**src/rtl/driver_status_word_pkg.sv**
```systemverilog
// constants for the driver status word block
package status_pkg;
	// ==========================================================
	// register map
	localparam logic [6:0]  STATUS_WORD_OFFSET = 7'h6F;
	localparam logic [31:0] STATUS_WORD_RESET  = 32'h0000_0000;
	// ==========================================================
	// field positions
	localparam int STANDSTILL_BIT   = 31;
	localparam int CS_ACTUAL_HI     = 20;
	localparam int CS_ACTUAL_LO     = 16;
	localparam int SHUTDOWN_BIT     = 9;
	localparam int PREWARN_BIT      = 8;
	localparam int OPEN_LOAD_B_BIT  = 7;
	localparam int OPEN_LOAD_A_BIT  = 6;
	localparam int LOWSIDE_B_BIT    = 5;
	localparam int LOWSIDE_A_BIT    = 4;
	localparam int GROUND_B_BIT     = 3;
	localparam int GROUND_A_BIT     = 2;
	localparam int OVERHEAT_BIT     = 1;
	localparam int PREWARN_FLAG_BIT = 0;
	// ==========================================================
	// timing
	localparam int unsigned STANDSTILL_CLOCKS = 32'h0010_0000;
	localparam int unsigned PWM_BITS          = 8;
	// chopper modes; short flags are banked by this value
	typedef enum logic {CHOP_SPREAD, CHOP_QUIET} chop_mode_e;
endpackage

```
**src/rtl/motor_driver_status_flags.sv**
```systemverilog
// driver status word: protection latches, bridge enable, PWM and read port
`timescale 1ns/1ps
module motor_driver_status_flags #(
	parameter int unsigned STANDSTILL_CLOCKS = status_pkg::STANDSTILL_CLOCKS,
	parameter int unsigned PWM_BITS          = status_pkg::PWM_BITS
) (
	input  wire logic                CORE_CLK,
	input  wire logic                RESET_N,
	input  wire logic                STEP,
	input  wire logic                EXTERNAL_ENABLE_LOW_N,
	input  wire logic                DRIVER_ENABLE,
	input  wire logic                CHOPPER_MODE,
	input  wire logic [4:0]          CS_ACTUAL_IN,
	input  wire logic [PWM_BITS-1:0] PWM_AMPL_A,
	input  wire logic [PWM_BITS-1:0] PWM_AMPL_B,
	input  wire logic                SHUTDOWN_TEMP_CMP,
	input  wire logic                PREWARN_TEMP_CMP,
	input  wire logic                OPEN_LOAD_A_DET,
	input  wire logic                OPEN_LOAD_B_DET,
	input  wire logic [1:0]          LOWSIDE_SHORT_DET,
	input  wire logic [1:0]          GROUND_SHORT_DET,
	input  wire logic [6:0]          REG_ADDR,
	input  wire logic                REG_RD,
	input  wire logic                REG_WR,
	output logic [31:0]              REG_RDATA,
	output logic                     REG_RVALID,
	output logic                     REG_WACK,
	output logic                     BRIDGE_ENABLE,
	output logic [1:0]               COIL_PWM
);
	localparam int NSYNC = 10;

	if (PWM_BITS < 2 || PWM_BITS > 16) begin : g_pwm_width_check
		$error("pwm width out of range");
	end

	// ==========================================================
	// reset release
	logic rst_meta_ff;
	logic rst_n;
	always_ff @(posedge CORE_CLK or negedge RESET_N) begin
		if (!RESET_N) begin
			rst_meta_ff <= 1'b0;
			rst_n       <= 1'b0;
		end else begin
			rst_meta_ff <= 1'b1;
			rst_n       <= rst_meta_ff;
		end
	end

	// ==========================================================
	// pin synchronisers, two flops per pin
	logic [NSYNC-1:0] pin_raw;
	logic [NSYNC-1:0] meta_ff;
	logic [NSYNC-1:0] sync_ff;
	assign pin_raw = {STEP, EXTERNAL_ENABLE_LOW_N, SHUTDOWN_TEMP_CMP, PREWARN_TEMP_CMP,
		OPEN_LOAD_B_DET, OPEN_LOAD_A_DET, LOWSIDE_SHORT_DET, GROUND_SHORT_DET};
	for (genvar i = 0; i < NSYNC; i++) begin : g_sync
		always_ff @(posedge CORE_CLK or negedge rst_n) begin
			if (!rst_n) begin
				meta_ff[i] <= 1'b0;
				sync_ff[i] <= 1'b0;
			end else begin
				meta_ff[i] <= pin_raw[i];
				sync_ff[i] <= meta_ff[i];
			end
		end
	end

	logic       step_s;
	logic       ext_off_s;
	logic       shutdown_s;
	logic       prewarn_s;
	logic       olb_s;
	logic       ola_s;
	logic [1:0] ls_s;
	logic [1:0] gs_s;
	assign {step_s, ext_off_s, shutdown_s, prewarn_s, olb_s, ola_s, ls_s, gs_s} = sync_ff;

	// ==========================================================
	// step edge and standstill
	logic step_prev_ff;
	logic step_pulse;
	logic standstill;
	always_ff @(posedge CORE_CLK or negedge rst_n) begin
		if (!rst_n) begin
			step_prev_ff <= 1'b0;
		end else begin
			step_prev_ff <= step_s;
		end
	end
	assign step_pulse = step_s & ~step_prev_ff;

	standstill_timer #(
		.LIMIT (STANDSTILL_CLOCKS)
	) u_standstill (
		.clk        (CORE_CLK),
		.rst_n      (rst_n),
		.step_pulse (step_pulse),
		.standstill (standstill)
	);

	// ==========================================================
	// protection latches and bridge enable
	// short flags: [mode][lsB, lsA, gB, gA]
	logic [1:0][3:0] short_ff;
	logic [1:0][3:0] nxt_short;
	logic            overheat_ff;
	logic            nxt_overheat;
	logic            bridge_ff;
	logic            nxt_bridge;
	logic            clr_shorts;
	logic [3:0]      short_det;

	assign clr_shorts = ~DRIVER_ENABLE | ext_off_s;
	assign short_det  = {ls_s, gs_s};

	// new detections win over a clear in the same cycle
	always_comb begin
		for (int m = 0; m < 2; m++) begin
			nxt_short[m] = short_ff[m] & ~{4{clr_shorts}};
		end
		nxt_short[CHOPPER_MODE] = nxt_short[CHOPPER_MODE] | short_det;
		nxt_overheat = shutdown_s | (overheat_ff & prewarn_s);
		// open load is informative only and never gates the bridge
		nxt_bridge = DRIVER_ENABLE & ~ext_off_s & ~shutdown_s & ~nxt_overheat
			& ~(|nxt_short[0]) & ~(|nxt_short[1]);
	end

	always_ff @(posedge CORE_CLK or negedge rst_n) begin
		if (!rst_n) begin
			short_ff  <= '0;
			overheat_ff <= 1'b0;
			bridge_ff <= 1'b0;
		end else begin
			short_ff  <= nxt_short;
			overheat_ff <= nxt_overheat;
			bridge_ff <= nxt_bridge;
		end
	end

	// ==========================================================
	// voltage mode PWM, quiet chopper only
	logic [PWM_BITS-1:0] pwm_cnt_ff;
	logic [PWM_BITS-1:0] nxt_pwm_cnt;
	logic [1:0]          pwm_ff;
	logic [1:0]          nxt_pwm;
	logic                quiet;
	assign quiet = (CHOPPER_MODE == status_pkg::CHOP_QUIET);

	// duty sets effective coil voltage; other chopper lives elsewhere
	always_comb begin
		nxt_pwm_cnt = pwm_cnt_ff + PWM_BITS'(1);
		nxt_pwm[0]  = bridge_ff & quiet & (pwm_cnt_ff < PWM_AMPL_A);
		nxt_pwm[1]  = bridge_ff & quiet & (pwm_cnt_ff < PWM_AMPL_B);
	end

	always_ff @(posedge CORE_CLK or negedge rst_n) begin
		if (!rst_n) begin
			pwm_cnt_ff <= '0;
			pwm_ff     <= 2'b00;
		end else begin
			pwm_cnt_ff <= nxt_pwm_cnt;
			pwm_ff     <= nxt_pwm;
		end
	end

	// ==========================================================
	// status word and read port
	logic [31:0] word;
	logic [31:0] rdata_ff;
	logic [31:0] nxt_rdata;
	logic        rvalid_ff;
	logic        wack_ff;
	logic [3:0]  shorts_now;
	assign shorts_now = short_ff[CHOPPER_MODE];

	// unlisted bits stay zero
	always_comb begin
		word = status_pkg::STATUS_WORD_RESET;
		word[status_pkg::STANDSTILL_BIT] = standstill;
		word[status_pkg::CS_ACTUAL_HI:status_pkg::CS_ACTUAL_LO] = CS_ACTUAL_IN;
		word[status_pkg::SHUTDOWN_BIT]     = shutdown_s;
		word[status_pkg::PREWARN_BIT]      = prewarn_s;
		word[status_pkg::OPEN_LOAD_B_BIT]  = olb_s;
		word[status_pkg::OPEN_LOAD_A_BIT]  = ola_s;
		word[status_pkg::LOWSIDE_B_BIT]    = shorts_now[3];
		word[status_pkg::LOWSIDE_A_BIT]    = shorts_now[2];
		word[status_pkg::GROUND_B_BIT]     = shorts_now[1];
		word[status_pkg::GROUND_A_BIT]     = shorts_now[0];
		word[status_pkg::OVERHEAT_BIT]     = overheat_ff;
		word[status_pkg::PREWARN_FLAG_BIT] = prewarn_s;
		nxt_rdata = rdata_ff;
		if (REG_RD) begin
			nxt_rdata = (REG_ADDR == status_pkg::STATUS_WORD_OFFSET) ? word : '0;
		end
	end

	// writes without a read in the same cycle are acknowledged and dropped
	always_ff @(posedge CORE_CLK or negedge rst_n) begin
		if (!rst_n) begin
			rdata_ff  <= '0;
			rvalid_ff <= 1'b0;
			wack_ff   <= 1'b0;
		end else begin
			rdata_ff  <= nxt_rdata;
			rvalid_ff <= REG_RD;
			wack_ff   <= REG_WR & ~REG_RD;
		end
	end

	assign REG_RDATA     = rdata_ff;
	assign REG_RVALID    = rvalid_ff;
	assign REG_WACK      = wack_ff;
	assign BRIDGE_ENABLE = bridge_ff;
	assign COIL_PWM      = pwm_ff;
endmodule // motor_driver_status_flags

```
**src/rtl/standstill_timer.sv**
```systemverilog
// standstill timer: counts clocks since the last step pulse
`timescale 1ns/1ps
module standstill_timer #(
	parameter int unsigned LIMIT = status_pkg::STANDSTILL_CLOCKS
) (
	input  wire logic clk,
	input  wire logic rst_n,
	input  wire logic step_pulse,
	output logic      standstill
);
	localparam int CW = $clog2(LIMIT + 1);
	localparam logic [CW-1:0] LIMIT_C = CW'(LIMIT);

	logic [CW-1:0] cnt_ff;
	logic [CW-1:0] nxt_cnt;
	logic          stst_ff;
	logic          nxt_stst;

	// a limit below two leaves no room between a step and the flag
	if (LIMIT < 2) begin : g_limit_check
		$error("standstill limit too small");
	end

	// saturate at the limit so the flag holds until the next step
	always_comb begin
		nxt_cnt = cnt_ff;
		if (step_pulse) begin
			nxt_cnt = '0;
		end else if (cnt_ff != LIMIT_C) begin
			nxt_cnt = cnt_ff + CW'(1);
		end
		nxt_stst = (nxt_cnt == LIMIT_C);
	end

	always_ff @(posedge clk or negedge rst_n) begin
		if (!rst_n) begin
			cnt_ff  <= '0;
			stst_ff <= 1'b0;
		end else begin
			cnt_ff  <= nxt_cnt;
			stst_ff <= nxt_stst;
		end
	end

	assign standstill = stst_ff;
endmodule // standstill_timer

```
**config.mk**
```make
export PLATFORM = sky130hd
export DESIGN_NAME = motor_driver_status_flags
export DESIGN_NICKNAME = d
export VERILOG_FILES = /design/src/rtl/driver_status_word_pkg.sv /design/src/rtl/motor_driver_status_flags.sv /design/src/rtl/standstill_timer.sv
export SDC_FILE = /design/constraint.sdc
export NUM_CORES = 1
export LEC_CHECK = 0
export BUFFER_PORTS_ARGS = -buffer_cell sky130_fd_sc_hd__clkbuf_2
export CAP_MARGIN = 40
export CORE_MARGIN = 4
export CORE_UTILIZATION = 51
export CTS_BUF_LIST = sky130_fd_sc_hd__clkbuf_2 sky130_fd_sc_hd__clkbuf_4 sky130_fd_sc_hd__clkbuf_8
export DETAILED_ROUTE_END_ITERATION = 7
export PLACE_DENSITY_LB_ADDON = 0.12
export SLEW_MARGIN = 20
export SYNTH_ARGS = -nofsm -noshare
export SYNTH_HDL_FRONTEND = slang
export SYNTH_SLANG_ARGS = --single-unit
```
**constraint.sdc**
```tcl
create_clock -name CORE_CLK -period 2.64 [get_ports CORE_CLK]
set_input_delay 0.528 -clock CORE_CLK [delete_from_list [all_inputs] [get_ports CORE_CLK]]
set_output_delay 0.528 -clock CORE_CLK [all_outputs]
set_load 0.05 [all_outputs]
```
==> reports/metrics.csv, run 1 <==
stage,metric,value,unit
run_status,status,"complete, no violations",
placed_design,dp_hpwl,5050,µm
global_route,track_usage,16.7,%
clock_tree,clock-sinks,82,
timing,totalNegativeSetupSlack,0,ps
worst_setup_path,critPathKind,flop to flop,
worst_setup_path,crit_path_frequent_cell,or4_1,
power_and_ir_drop,p_leak,0.00227,µW
worst_setup_path,critical_path.top_delay_family,simple AND/OR/NAND/NOR gates,
timing,fmax,402,MHz
synthesis,synth_flop_cell,dfrtp_1,
global_route,grt_pass1_vias,2579,
finish,regArea,0.00206,mm²
floorplanning,io_pins,81,
placed_design,port_buffers,64,
clock_tree,h-tree-depth,3,
timing,slew_violations,0,
finish,multi_input_area,0.00147,mm²
power_and_ir_drop,pwr-share-comb,12.9,%
global_route,antenna_found_initial,0,
detailed_routing,first_pass_iters,4,
timing,hold_violations,0,
floorplanning,initial_utilization,52.0,%
detailed_routing,wirelength,6790,µm
power_and_ir_drop,power,2520,µW
synthesis,syn_avg_cell_area,10.9,µm²
worst_setup_path,cp_data_arrival_time,2760,ps
hold_path,min_path_type,primary input to flop,
global_route,grt_start_max_net_pins,42,
timing,finClkSkew,11.3,ps
finish,drive_gt1_share,24.6,%
floorplanning,die_w,93.8,µm
finish,areaGrowthSynthToFinish,17.8,%
detailed_routing,drt_iter0_drc,118,
worst_setup_path,worst-path-max-fanout,6,
worst_setup_path,cp-start-kind,flop,
worst_setup_path,crit_path_max_incr_delay,500,ps
floorplanning,dieArea,0.00880,mm²
clock_tree,clkLatencyLatePin,350,ps
synthesis,ys_ff_latch,82,
detailed_routing,final_antenna_net_count,0,
floorplanning,core-area,0.00721,mm²
global_route,grt_overflow_total,0,
worst_setup_path,end_kind,flop,
timing,setup_violations,0,
synthesis,synthCells,346,
detailed_routing,wire_per_inst,12.8,µm
power_and_ir_drop,seq_power_share,54.0,%
worst_setup_path,crit_buf_inv,0,
finish,layout_commonest_cell,dfrtp_1,
power_and_ir_drop,powerDensity,571,mW/mm²
timing,slew-limit-headroom,58.4,%
power_and_ir_drop,switching_share,27.5,%
clock_tree,clk_path_buf_depth,2,
synthesis,synth.distinct_cells,52,
placed_design,gp_congestion,0.899,
power_and_ir_drop,p_sw,693,µW
clock_tree,cts_root_buffer,clkbuf_8,
finish,final.fill_count,625,
flow_run,cap_violations,0,
synthesis,yosys_warnings,0,
detailed_routing,drc,0,
synthesis,yosysSeqAreaShare,54.6,%
synthesis,synth_area,0.00375,mm²
detailed_routing,vias,2635,
timing,min_period,2490,ps
detailed_routing,via_per_inst,4.97,
worst_setup_path,required,2910,ps
timing,timing_worst_slew_pin_value,622,ps
power_and_ir_drop,peakVddDrop,0.351,mV
finish,layout.nets,487,
synthesis,async_reset_ff_share,100,%
clock_tree,clk_pin_slew,90,ps
timing,fin_crit_sh,94.2,%
worst_setup_path,path_cells,"ha_1, and4_4, nand4_2, xor2_1, nor2_1, or4_1, or4_1, nor4_2",
finish,antenna_cells,0,
clock_tree,cts_tree,built,
floorplanning,rows,31,
floorplanning,die_h,93.8,µm
power_and_ir_drop,p_int,1830,µW
finish,final_cell_mix,"dfrtp_1, clkbuf_2, inv_1",
worst_setup_path,slowest_stage,or4_1,
clock_tree,cts-buffers-inserted,9,
power_and_ir_drop,clockPowerShare,33.1,%
synthesis,synth_edf_count,0,
global_route,grt_pass1_wl,11500,µm
## cells by family (layout without fill, tap and decap cells)
group	after synthesis	count (layout)	synth area share, %
compound gates	51	51	8.86
flops	82	82	54.6
xor+xnor	25	25	5.83
fa+ha+maj	18	18	5.93
buf+inv	63	133	8.50
simple gates	99	99	14.4
mux	6	6	1.63
other cells	2	17	0.200
## metrics by stage
step	std cells	hold WS, ps	instance area (µm²)	worst slack (ps)	util [%]
2_1_floorplan	361	232	3810	187	-
3_3_place_gp	511	314	4180	163	57.9
3_5_place_dp	512	317	4200	74.5	58.2
4_1_cts	529	257	4390	80.7	60.9
5_1_grt	530	251	4420	-4.22	61.3
6_report	530	276	4420	152	61.3
## final cells by class
cell class	instances	area share, %
Clock buffer	11	3.28
Clock inverter	5	0.877
Inverter	38	3.23
Multi-Input combinational cell	216	33.2
Sequential cell	82	46.5
Tap cell	99	2.80
Timing Repair Buffer	79	10.1
## timing repair
action                                 4_1_cts  5_1_grt
setup buffers                                0        1
resized for setup                            0        4
setup endpoints to repair                    0        1
endpoints found under the hold margin        2        0
hold buffers                                 1        0
## worst register-to-register path, delay by kind of cell, from the launching register on
| kind | cells | cell delay, ps |
|---|---|---|
| xor gates and xnor gates | 1 | 150 |
| DFF | 1 | 420 |
| adders and majority gates | 1 | 210 |
| and+or+nand+nor | 6 | 1630 |
## synth_stat cells (all sizes together), types with 2 or more instances
| cell type | count | area (µm²) |
|---|---|---|
| and2 | 3 | 18.8 |
| nand2 | 25 | 93.8 |
| nor4b | 3 | 26.3 |
| a21o | 7 | 52.6 |
| or3 | 3 | 23.8 |
| o21ai | 19 | 95.1 |
| nor2b | 3 | 18.8 |
| xor2 | 14 | 123 |
| inv | 38 | 143 |
| clkbuf | 5 | 22.5 |
| nor4 | 5 | 37.5 |
| a2111oi | 2 | 17.5 |
| nand3 | 13 | 70.1 |
| nand4 | 6 | 43.8 |
| or4 | 3 | 22.5 |
| nor2 | 21 | 78.8 |
| and4 | 3 | 28.8 |
| mux2i | 5 | 50.1 |
| and3 | 5 | 31.3 |
| a21oi | 6 | 33.8 |
| xnor2 | 11 | 96.3 |
| dfrtp | 82 | 2050 |
| ha | 17 | 213 |
| buf | 20 | 154 |
| nand2b | 2 | 12.5 |
| conb | 2 | 7.51 |
| o22ai | 4 | 25.0 |
| a22o | 4 | 35.0 |
## state kept, by name, indices dropped and copies added, names as in the netlist, 2 cells and up
register	cells
pwm_cnt_ff	8
COIL_PWM	2
ls_s	2
meta_ff	10
REG_RDATA	15
short_ff	8
u_standstill.cnt_ff	21
gs_s	2
## power groups by stage
stage	Clock, µW	Combinational [µW]	Sequential [µW]
floorplan	0	206	1390
global placement	0	271	1400
detailed placement	0	291	1390
CTS	867	293	1360
global route	924	360	1380
finish	835	325	1360
## final timing paths
check,start,end,slack (ps),cells after the start
worst max register to register,u_standstill.cnt_ff[1],u_standstill.standstill,150,8
worst min-delay path,LOWSIDE_SHORT_DET[1],meta_ff[3],280,1
max in group asynchronous,rst_n,REG_RDATA[9],1740,1
worst max-delay path,u_standstill.cnt_ff[1],u_standstill.standstill,150,8
min in group asynchronous,rst_n,pwm_cnt_ff[0],310,0
worst min register to register,rst_n,pwm_cnt_ff[0],310,0
## layer usage
layer  routed length [µm]  share of wire, %  vias up  GRT usage (%)
li1                     -                 -     1290              -
met1                 2900                43     1268           20.9
met2                 3410                50       70           27.4
met3                  398               5.9        7           3.93
met4                   86               1.3        0           7.58
met5                    0                 0        -              0
Note: power is estimated with default switching activity, not from simulation.
==> run 2: changes to the inputs <==
- GPL_TIMING_DRIVEN: not set -> 0
==> reports/metrics.csv, run 2 (synthesis gave the netlist of run 1 again) <==
stage,metric,value,unit,change
placed_design,port_buffers,64,,unchanged
worst_setup_path,crit_path_max_incr_delay,390,ps,was 500 ps
worst_setup_path,worst-path-max-fanout,8,,was 6
global_route,grt_start_max_net_pins,60,,was 42
worst_setup_path,crit_buf_inv,1,,was 0
floorplanning,die_w,93.8,µm,unchanged
detailed_routing,final_antenna_net_count,0,,unchanged
timing,hold_violations,0,,unchanged
clock_tree,clkLatencyLatePin,350,ps,about the same
detailed_routing,wirelength,6970,µm,was 6790 µm
global_route,grt_pass1_vias,2554,,was 2579
flow_run,cap_violations,0,,unchanged
timing,fmax,407,MHz,was 402 MHz
timing,min_period,2460,ps,was 2490 ps
placed_design,dp_cells,525,,was 512
clock_tree,clock-sinks,82,,unchanged
worst_setup_path,r2r-end,u_standstill.standstill,,unchanged
worst_setup_path,path_cells,"buf_6, nor4_2, nand2_1, nor2_4, mux2_2, a2111oi_4, nand4bb_1, nor4_2",,"was ha_1, and4_4, nand4_2, xor2_1, nor2_1, or4_1, or4_1, nor4_2"
worst_setup_path,critical_path.top_delay_family,simple AND/OR/NAND/NOR gates,,unchanged
worst_setup_path,r2r_start,u_standstill.cnt_ff[4],,was u_standstill.cnt_ff[1]
floorplanning,core-area,0.00721,mm²,unchanged
timing,timing_worst_slew_pin_value,562,ps,was 622 ps
clock_tree,clk_pin_slew,90,ps,about the same
finish,drive_gt1_share,27.5,%,was 24.6%
detailed_routing,wire_per_inst,12.7,µm,was 12.8 µm
detailed_routing,via_per_inst,4.81,,was 4.97
floorplanning,dieArea,0.00880,mm²,unchanged
run_status,status,"complete, no violations",,unchanged
floorplanning,rows,31,,unchanged
finish,areaGrowthSynthToFinish,22.3,%,was 17.8%
detailed_routing,first_pass_iters,6,,was 4
detailed_routing,drc,0,,unchanged
worst_setup_path,crit_path_frequent_cell,nor4_2,,was or4_1
global_route,antenna_found_initial,0,,unchanged
clock_tree,cts_tree,built,,unchanged
floorplanning,initial_utilization,52.0,%,unchanged
timing,setup_violations,0,,unchanged
timing,worst_hold_slack,220,ps,was 276 ps
floorplanning,io_pins,81,,unchanged
clock_tree,clk_path_buf_depth,2,,unchanged
global_route,busiest_layer,met2,,unchanged
clock_tree,cts_root_buffer,clkbuf_8,,unchanged
global_route,use_met1,22.6,%,was 20.9%
power_and_ir_drop,peakVddDrop,0.402,mV,was 0.351 mV
timing,slew-limit-headroom,62.6,%,was 58.4%
finish,final_cells,547,,was 530
finish,largest_register,u_standstill.cnt_ff,,unchanged
hold_path,min_path_type,flop to async pin,,was primary input to flop
global_route,grt_pass1_wl,11600,µm,was 11500 µm
worst_setup_path,slowest_stage,mux2_2,,was or4_1
placed_design,gp_congestion,0.782,,was 0.899
worst_setup_path,end_kind,flop,,unchanged
placed_design,dp_hpwl,5030,µm,was 5050 µm
global_route,track_usage,16.8,%,was 16.7%
timing,rsz0062_at_grt,false,,
worst_setup_path,critPathKind,flop to flop,,unchanged
global_route,grtUsageMet3,3.21,%,was 3.93%
detailed_routing,vias,2630,,was 2635
clock_tree,cts-buffers-inserted,9,,unchanged
worst_setup_path,cp_data_arrival_time,2710,ps,was 2760 ps
worst_setup_path,cp-start-kind,flop,,unchanged
power_and_ir_drop,power,2630,µW,was 2520 µW
detailed_routing,drt_iter0_drc,66,,was 118
timing,slew_violations,0,,unchanged
finish,largest_register_ffs,21,,unchanged
worst_setup_path,crit_path_start,u_standstill.cnt_ff[4],,was u_standstill.cnt_ff[1]
timing,fin_crit_sh,93.1,%,was 94.2%
power_and_ir_drop,p_leak,0.00236,µW,was 0.00227 µW
worst_setup_path,worstRegToRegCells,8,,unchanged
finish,final_cell_mix,"dfrtp_1, clkbuf_2, inv_1",,unchanged
timing,finClkSkew,9.30,ps,was 11.3 ps
finish,layout_commonest_cell,dfrtp_1,,unchanged
finish,antenna_cells,0,,unchanged
global_route,use_met2,27.1,%,was 27.4%
global_route,grt_overflow_total,0,,unchanged
worst_setup_path,ff2ff_setup_slack,180,ps,was 150 ps
finish,final.fill_count,629,,was 625
worst_setup_path,required,2900,ps,was 2910 ps
floorplanning,die_h,93.8,µm,unchanged
clock_tree,h-tree-depth,3,,unchanged
finish,layout.nets,505,,was 487
power_and_ir_drop,powerDensity,574,mW/mm²,was 571 mW/mm²
[run 2: changes by cell type in the layout (fill, tap and decap cells not counted), moves of 2 or more]
cell / previous run / this run
buf_4: 13 / 23
clkbuf_1: 0 / 4
buf_6: 0 / 2
nor4_1: 4 / 2
nor4_2: 1 / 3
[run 2: worst max path at each step]
stage / cells past startpoint / end
after floorplan: 0 / BRIDGE_ENABLE
after global placement: 0 / REG_WACK
after detailed placement: 9 / u_standstill.standstill
after CTS: 9 / u_standstill.standstill
after global routing: 9 / u_standstill.standstill
final: 8 / u_standstill.standstill
[run 2: final cells by class]
type | instances | area, µm² | area share (%)
well taps | 99 | 124 | 2.70
clock inverters | 6 | 67.6 | 1.47
flip-flops and latches | 82 | 2060 | 44.8
repair buffers | 72 | 403 | 8.78
inverters | 38 | 143 | 3.11
plain buffers | 25 | 176 | 3.84
multi-input cells | 216 | 1500 | 32.6
clock buffers | 9 | 124 | 2.70
[run 2: power breakdown]
part | internal (µW) | switching [µW] | total, µW
logic | 181 | 206 | 388
clock network | 435 | 451 | 886
registers | 1310 | 53.1 | 1360
total | 1920 | 711 | 2630
[run 2: layer usage]
layer	up-vias	routed length, µm
met5	-	0
met4	0	106
met3	9	297
met2	52	3430
met1	1242	3130
li1	1327	-
[run 2: repair_timing]
item	CTS	global route
hold buffers	1	0
pin swaps	0	3
hold endpoints to repair	2	0
setup buffers	3	3
endpoints found under the setup margin	1	1
gates resized for setup	3	8
[run 2: worst register-to-register path: stages (launching register included)]
cell,delay (ps)
dfrtp_1,380
buf_6,140
nor4_2,330
nand2_1,160
nor2_4,200
mux2_2,390
a2111oi_4,370
nand4bb_1,150
nor4_2,250
[run 2: through the flow]
step           util [%]  setup TNS (ps)  setup WS, ps  area [µm²]
2_1_floorplan         -               0           187        3810
3_3_place_gp       59.0          -50890          -638        4260
3_5_place_dp       59.4            -209          -209        4290
4_1_cts            62.6               0          28.0        4520
5_1_grt            63.6               0          27.1        4590
6_report           63.6               0           183        4590
